## src/dpc_params.svh

```systemverilog
/*
 * Register offsets, field positions and reset values of the DAC power
 * and cable detect control block.
 * Assumes it is included by bare name from every design file that needs it.
 */
`ifndef DPC_PARAMS_SVH
`define DPC_PARAMS_SVH

`define DPC_ADDR_W 8
`define DPC_DATA_W 8

`define DPC_OFS_LOW_POWER 8'h0D
`define DPC_OFS_CABLE 8'h10
`define DPC_OFS_RB_FIRST 8'h12
`define DPC_OFS_RB_LAST 8'h16
`define DPC_OFS_SWRST 8'h17

`define DPC_LP_MSB 2
`define DPC_LP_LSB 0
`define DPC_CAB_DAC1_BIT 0
`define DPC_CAB_DAC2_BIT 1
`define DPC_CAB_AUTO_BIT 4
`define DPC_SWRST_BIT 1

`define DPC_LP_RST 3'h0
`define DPC_CAB_STAT_RST 2'h3
`define DPC_AUTO_RST 1'h0
`define DPC_PD_RST 3'h0
`define DPC_SPI_RST 1'h0

`define DPC_READ_LATENCY 1

`endif

```

## src/dpc_pkg.sv

```systemverilog
/*
 * Types shared by the DAC power and cable detect control block.
 * Assumes nothing of its surroundings.
 */
package dpc_pkg;

    typedef enum logic [0:0] {
        DPC_CFG_CVBS_YC = 1'b0,
        DPC_CFG_COMPONENT = 1'b1
    } dpc_out_cfg_t;

    typedef logic [2:0] dpc_dac_vec_t;

endpackage : dpc_pkg

```

## src/dpc_sync2.sv

```systemverilog
/*
 * Two flip-flop synchroniser for a bundle of independent levels.
 * Assumes each bit is a slow level; bits are not coherent with each other.
 */
`timescale 1ns/100ps

module dpc_sync2 #(
    parameter int WIDTH = 1
) (
    input wire logic i_sys_clk,
    input wire logic i_srst,
    input wire logic [WIDTH-1:0] i_async,
    output logic [WIDTH-1:0] o_sync
);

    logic [WIDTH-1:0] meta_q;

    generate
        if (WIDTH < 1) begin : g_bad_width
            $error("dpc_sync2: WIDTH must be at least 1");
        end
    endgenerate

    // First stage feeds only the second stage
    always_ff @(posedge i_sys_clk) begin
        if (i_srst) begin
            meta_q <= '0;
            o_sync <= '0;
        end else begin
            meta_q <= i_async;
            o_sync <= meta_q;
        end
    end

endmodule : dpc_sync2

```

## src/dpc_ctrl.sv

```systemverilog
/*
 * DAC low power enables, once-per-frame cable detection with automatic
 * DAC power-down, input pin readback and self-clearing software reset.
 * Assumes a decoded host-port register access (subaddress, strobes) on
 * the pixel clock, a frame-start strobe from the timing generator on the
 * same clock, and asynchronous pins and analog cable sense levels.
 */
`timescale 1ns/100ps
`include "dpc_params.svh"

module dpc_ctrl #(
    parameter int PIX_W = 10
) (
    input wire logic i_sys_clk,
    input wire logic i_srst,
    input wire logic [`DPC_ADDR_W-1:0] i_reg_addr,
    input wire logic i_reg_wr,
    input wire logic [`DPC_DATA_W-1:0] i_reg_wdata,
    input wire logic i_reg_rd,
    output logic [`DPC_DATA_W-1:0] o_reg_rdata,
    output logic o_reg_rvalid,
    input wire logic i_spi_detect,
    output logic o_spi_mode,
    output logic o_soft_reset,
    input wire logic i_frame_start,
    input wire logic i_cable_det_en,
    input wire logic i_out_cfg,
    input wire logic [2:0] i_dac_pwr_up,
    input wire logic [1:0] i_cable_present,
    input wire logic [PIX_W-1:0] i_pix_s,
    input wire logic [PIX_W-1:0] i_pix_y,
    input wire logic [PIX_W-1:0] i_pix_c,
    input wire logic i_s_hsync_n,
    input wire logic i_s_vsync_n,
    input wire logic i_p_hsync_n,
    input wire logic i_p_vsync_n,
    input wire logic i_p_blank_n,
    input wire logic i_subcarrier_lock_or_serial_out,
    output logic [2:0] o_dac_low_power,
    output logic [2:0] o_dac_auto_pd,
    output logic [1:0] o_cable_status,
    output logic o_auto_pd_en
);

    localparam int PIN_W = 3 * PIX_W + 6;
    localparam int SYNC_W = PIN_W + 2;

    generate
        if (PIX_W != 10) begin : g_bad_pix
            $error("dpc_ctrl: readback layout serves only PIX_W of 10");
        end
    endgenerate

    // Host-visible defaults apply on power-on or software reset
    logic soft_rst_q;
    logic regs_rst;
    assign regs_rst = i_srst | soft_rst_q;

    function automatic logic hit(input logic [`DPC_ADDR_W-1:0] a,
                                 input logic [`DPC_ADDR_W-1:0] ofs);
        hit = (a == ofs);
    endfunction : hit

    logic wr_lp;
    logic wr_cab;
    logic wr_swrst;
    assign wr_lp = i_reg_wr & hit(i_reg_addr, `DPC_OFS_LOW_POWER);
    assign wr_cab = i_reg_wr & hit(i_reg_addr, `DPC_OFS_CABLE);
    assign wr_swrst = i_reg_wr & hit(i_reg_addr, `DPC_OFS_SWRST);

    // Pins and analog sense arrive outside the clock domain
    logic [SYNC_W-1:0] sync_in;
    logic [SYNC_W-1:0] sync_out;
    assign sync_in = {i_cable_present, i_subcarrier_lock_or_serial_out,
                      i_p_blank_n, i_p_vsync_n, i_p_hsync_n,
                      i_s_vsync_n, i_s_hsync_n, i_pix_c, i_pix_y, i_pix_s};

    dpc_sync2 #(
        .WIDTH(SYNC_W)
    ) u_sync (
        .i_sys_clk(i_sys_clk),
        .i_srst(i_srst),
        .i_async(sync_in),
        .o_sync(sync_out)
    );

    logic [1:0] present_s;
    assign present_s = sync_out[SYNC_W-1 -: 2];

    // Software reset: one-cycle pulse, never stored as readable state
    always_ff @(posedge i_sys_clk) begin
        if (i_srst) begin
            soft_rst_q <= 1'b0;
        end else begin
            soft_rst_q <= wr_swrst & i_reg_wdata[`DPC_SWRST_BIT];
        end
    end
    assign o_soft_reset = soft_rst_q;

    // Host port mode survives software reset
    always_ff @(posedge i_sys_clk) begin
        if (i_srst) begin
            o_spi_mode <= `DPC_SPI_RST;
        end else if (i_spi_detect) begin
            o_spi_mode <= 1'b1;
        end
    end

    always_ff @(posedge i_sys_clk) begin
        if (regs_rst) begin
            o_dac_low_power <= `DPC_LP_RST;
        end else if (wr_lp) begin
            o_dac_low_power <= i_reg_wdata[`DPC_LP_MSB:`DPC_LP_LSB];
        end
    end

    always_ff @(posedge i_sys_clk) begin
        if (regs_rst) begin
            o_auto_pd_en <= `DPC_AUTO_RST;
        end else if (wr_cab) begin
            o_auto_pd_en <= i_reg_wdata[`DPC_CAB_AUTO_BIT];
        end
    end

    // Monitoring selection; standard-independent by construction
    dpc_pkg::dpc_out_cfg_t cfg;
    logic mon1;
    logic mon2;
    logic absent1;
    logic absent2;
    assign cfg = dpc_pkg::dpc_out_cfg_t'(i_out_cfg);
    assign mon1 = i_cable_det_en & i_dac_pwr_up[0];
    assign mon2 = i_cable_det_en & i_dac_pwr_up[1]
                  & (cfg == dpc_pkg::DPC_CFG_CVBS_YC);
    assign absent1 = mon1 & ~present_s[0];
    assign absent2 = mon2 & ~present_s[1];

    // Status written only by the frame check; host writes reach it only through the software reset, which restores 2'h3
    always_ff @(posedge i_sys_clk) begin
        if (regs_rst) begin
            o_cable_status <= `DPC_CAB_STAT_RST;
        end else if (i_frame_start) begin
            if (mon1) begin
                o_cable_status[0] <= ~present_s[0];
            end
            if (mon2) begin
                o_cable_status[1] <= ~present_s[1];
            end
        end
    end

    dpc_pkg::dpc_dac_vec_t pd_d;
    always_comb begin
        unique case (cfg)
            dpc_pkg::DPC_CFG_CVBS_YC: begin
                pd_d = {absent2, absent2, absent1};
            end
            dpc_pkg::DPC_CFG_COMPONENT: begin
                pd_d = {3{absent1}};
            end
        endcase
    end

    // Decision latched at frame start, held while auto power-down and cable detection stay on
    always_ff @(posedge i_sys_clk) begin
        if (regs_rst) begin
            o_dac_auto_pd <= `DPC_PD_RST;
        end else if (!(o_auto_pd_en && i_cable_det_en)) begin
            o_dac_auto_pd <= `DPC_PD_RST;
        end else if (i_frame_start) begin
            o_dac_auto_pd <= pd_d;
        end
    end

    // Pin readback, refreshed every pixel clock while it runs
    logic [PIN_W-1:0] rb_q;
    always_ff @(posedge i_sys_clk) begin
        if (regs_rst) begin
            rb_q <= '0;
        end else begin
            rb_q <= sync_out[PIN_W-1:0];
        end
    end

    logic [PIX_W-1:0] rb_s;
    logic [PIX_W-1:0] rb_y;
    logic [PIX_W-1:0] rb_c;
    logic [5:0] rb_ctl;
    assign rb_s = rb_q[PIX_W-1:0];
    assign rb_y = rb_q[2*PIX_W-1:PIX_W];
    assign rb_c = rb_q[3*PIX_W-1:2*PIX_W];
    assign rb_ctl = rb_q[PIN_W-1:3*PIX_W];

    logic [`DPC_DATA_W-1:0] rdata_d;
    always_comb begin
        rdata_d = 8'h00;
        unique case (i_reg_addr)
            `DPC_OFS_LOW_POWER: begin
                rdata_d = {5'h00, o_dac_low_power};
            end
            `DPC_OFS_CABLE: begin
                rdata_d = {3'h0, o_auto_pd_en, 2'h0, o_cable_status};
            end
            8'h12: begin
                rdata_d = rb_s[9:2];
            end
            8'h13: begin
                rdata_d = rb_y[9:2];
            end
            8'h14: begin
                rdata_d = rb_c[9:2];
            end
            8'h15: begin
                rdata_d = {rb_s[1:0], rb_y[1:0], rb_c[1:0], 2'h0};
            end
            `DPC_OFS_RB_LAST: begin
                rdata_d = {2'h0, rb_ctl};
            end
            `DPC_OFS_SWRST: begin
                rdata_d = 8'h00;
            end
            default: begin
                rdata_d = 8'h00;
            end
        endcase
    end

    always_ff @(posedge i_sys_clk) begin
        if (i_srst) begin
            o_reg_rdata <= 8'h00;
            o_reg_rvalid <= 1'b0;
        end else begin
            o_reg_rvalid <= i_reg_rd;
            if (i_reg_rd) begin
                o_reg_rdata <= rdata_d;
            end
        end
    end
endmodule : dpc_ctrl

```

## config.mk

```make
export PLATFORM = sky130hd
export DESIGN_NAME = dpc_ctrl
export DESIGN_NICKNAME = d
export VERILOG_FILES = /design/src/dpc_pkg.sv /design/src/dpc_sync2.sv /design/src/dpc_ctrl.sv
export VERILOG_INCLUDE_DIRS = /design/src
export SDC_FILE = /design/constraint.sdc
export NUM_CORES = 1
export LEC_CHECK = 0
export ABC_AREA = 1
export ABC_CLOCK_PERIOD_IN_PS = 1400
export BUFFER_PORTS_ARGS = -buffer_cell sky130_fd_sc_hd__clkbuf_2
export CORE_ASPECT_RATIO = 1.1
export CORE_MARGIN = 1.5
export CORE_UTILIZATION = 50
export CTS_BUF_LIST = sky130_fd_sc_hd__clkbuf_2
export CTS_CLUSTER_DIAMETER = 150
export DETAILED_ROUTE_END_ITERATION = 16
export GPL_ROUTABILITY_DRIVEN = 0
export GPL_TIMING_DRIVEN = 0
export PLACE_DENSITY_LB_ADDON = 0.15
export SETUP_SLACK_MARGIN = 0.1
export SYNTH_ARGS = -nofsm -noshare
export SYNTH_HDL_FRONTEND = slang
export SYNTH_SLANG_ARGS = --single-unit
```

## constraint.sdc

```tcl
create_clock -name i_sys_clk -period 1.4 [get_ports i_sys_clk]
set_input_delay 0.14 -clock i_sys_clk [delete_from_list [all_inputs] [get_ports i_sys_clk]]
set_output_delay 0.14 -clock i_sys_clk [all_outputs]
set_load 0.005 [all_outputs]
```

==> impl_metrics.env <==
export IMPL_syn_cell_area_um2=4390
export IMPL_p_leak_nw=2.81
export IMPL_cp_data_arrival_time_ns=1.91
export IMPL_grt_util_all_layers_pct=20.1
export IMPL_pin_count=85
export IMPL_layout_worst_path_cycle_share_pct=99.4
export IMPL_peakVddDrop_uv=702
export IMPL_via_per_inst=4.33
export IMPL_diodes=0
export IMPL_synth_cells=542
export IMPL_final_cell_count_no_fill=832
export IMPL_fmax_ghz=0.718
export IMPL_skew_ns=0.0262
export IMPL_slew_headroom_pct=58.8
export IMPL_antenna_found_initial=0
export IMPL_synth_cell_type_count=26
export IMPL_drive_above_1_share_pct=23.3
export IMPL_crit_chain="clkbuf_2, dlygate4sd3_1, nand2_2, dlygate4sd3_1, nor4b_1"
export IMPL_rr_startpoint="o_soft_reset"
export IMPL_placed_cells=730
export IMPL_rsz0062_at_grt="true"
export IMPL_regArea_um2=2650
export IMPL_cts_root_buf="clkbuf_2"
export IMPL_clk_latency_ns=0.64
export IMPL_critical_path_buf_inv_count=3
export IMPL_drc_errors=0
export IMPL_crit_family="buffers and inverters"
export IMPL_grt_overflow=0
export IMPL_status="completed"
export IMPL_p_total_mw=6.45
export IMPL_start_util_pct=51.9
export IMPL_vias=3604
export IMPL_async_reset_ff_share_pct=0
export IMPL_synth_enable_flop_cells=0
export IMPL_maxCapViolCount=0
export IMPL_grt_pass1_vias=3503
export IMPL_worst_path_max_fanout=4
export IMPL_cellPowerDensity_nw_per_um2=1100
export IMPL_hold_worst_slack_ns=0.0876
export IMPL_slew_viol_final=0
export IMPL_synth_seq_cells=131
export IMPL_grt_use_met1_pct=21.8
export IMPL_finalWorstSetupSlack_ns=0.00786
export IMPL_crit_slowest_cell="dlygate4sd3_1"
export IMPL_synth_fp_nets=607
export IMPL_setup_violations=0
export IMPL_final_area_um2=5890
export IMPL_grt_pass1_wl_mm=14.6
export IMPL_end_kind="flip-flop"
export IMPL_worstHoldStart="i_reg_addr[3]"
export IMPL_grt_util_met2_pct=35.3
export IMPL_cp_start_kind="input pin"
export IMPL_drt_iter0_markers=112
export IMPL_timing_critical_path_from="i_reg_addr[2]"
export IMPL_crit_top_cell="dlygate4sd3_1"
export IMPL_wl_mm=8.88
export IMPL_fin_util_pct=69.6
export IMPL_die_h_um=101
export IMPL_grt_max_degree=17
export IMPL_core_um2=8450
export IMPL_slowest_delay_ns=0.61
export IMPL_setup_tns_ns=0
export IMPL_post_route_min_period_ns=1.39
export IMPL_top_usage_layer="met2"
export IMPL_io_buffers=77
export IMPL_hold_path_class="in2reg"
export IMPL_cts_made_buffers=17
export IMPL_synthFlopType="dfxtp_1"
export IMPL_critPathRequiredTime_ns=1.92
export IMPL_nets=773
export IMPL_wl_per_cell_um=10.7
export IMPL_path_clk_slew_ns=0.19
export IMPL_drt_pass1_iterations=5
export IMPL_ys_warn_count=0
export IMPL_nFillCells=699
export IMPL_hold_violations=0
export IMPL_cts_max_path_buffers=2
export IMPL_multiInputGateArea_um2=1170
export IMPL_tightest_slew_ns=0.618
export IMPL_place_ws_ns=0.140
export IMPL_hpwl_mm=5.72
export IMPL_cts_tree="yes"
export IMPL_ant_nets=0
export IMPL_most_common_layout_cells="nor2_1, inv_1, dfxtp_1"
export IMPL_syn_to_final_growth_pct=34.2
export IMPL_die_area_um2=9340
export IMPL_clock_sinks=131
export IMPL_crit_type="in2reg"
export IMPL_rows=35
export IMPL_syn_avg_cell_area_um2=8.09
export IMPL_h_tree_depth=4
export IMPL_final_common_cell="nor2_1"
export IMPL_die_w_um=92.3
export IMPL_placed_area_um2=4910
export IMPL_yosysSeqAreaShare_pct=59.8
export IMPL_grt_use_met3_pct=5.78
## cell type report
type	count	share of cell area (%)
buffer	19	1.96
clock buffer	19	1.62
clock inverter	13	2.00
inverter	135	8.61
multi-input combinational	257	19.9
sequential	131	44.9
tap	111	2.36
timing repair buffer	147	18.7
## synth_stat cells, drive strengths merged (2+ instances only)
master  count  area, um2
clkbuf      5       18.8
inv       134        503
o21ai       6       30.0
nand3b      2       15.0
buf        14       90.1
nand4       2       12.5
dfxtp     131       2620
nor2      142        584
nand3      39        200
a21oi      15       90.1
nand2      48        195
## worst register-to-register path, cell delays in order (launching register included)
cell	delay (ns)
dfxtp_2	0.37
nor2_4	0.13
inv_1	0.09
clkbuf_4	0.20
buf_2	0.19
nor2_1	0.11
## metal layers
layer	up-vias	part of all wire, %
li1	1897	-
met1	1580	42
met2	108	50
met3	19	4.6
met4	0	2.6
met5	-	0
## power by group
part           switching (mW)  internal (mW)  total (mW)
sequential             0.0375           3.87        3.90
clock                    1.24          0.792        2.03
combinational           0.255          0.263       0.518
## worst paths after layout
check                  endpoint  slack [ns]  cells past startpoint
max                o_soft_reset       0.008                      5
min reg2reg   u_sync.o_sync[30]        0.40                      2
max reg2reg            rb_q[26]        0.25                      5
min          o_dac_low_power[2]        0.09                      6
## what timing repair did
item | CTS | global route
hold buffers | 61 | 2
buffers inserted | 4 | 4
pin swaps | 0 | 3
cloned | 0 | 0
hold endpoints to repair | 58 | 3
resized for setup | 17 | 16
endpoints found under the setup margin | 17 | 44
## cell families (layout without fill, tap and decap cells)
| kind of cell | Yosys count | count (layout) | synth area share (%) |
|---|---|---|---|
| AO/OA/AOI/OAI | 22 | 22 | 2.88 |
| buffers and inverters | 154 | 333 | 14.0 |
| flip-flops | 131 | 131 | 59.8 |
| AND/OR/NAND/NOR | 235 | 235 | 23.3 |
## flip-flops by register name (all words and copies together), names as in the netlist
| name | count |
|---|---|
| o_reg_rvalid | 1 |
| o_cable_status | 2 |
| u_sync.o_sync | 38 |
| o_reg_rdata | 8 |
| o_dac_low_power | 3 |
| rb_q | 36 |
| o_spi_mode | 1 |
| o_dac_auto_pd | 2 |
| o_auto_pd_en | 1 |
| o_soft_reset | 1 |
| u_sync.meta_q | 38 |
No activity file was read; power rests on OpenSTA's default activity.
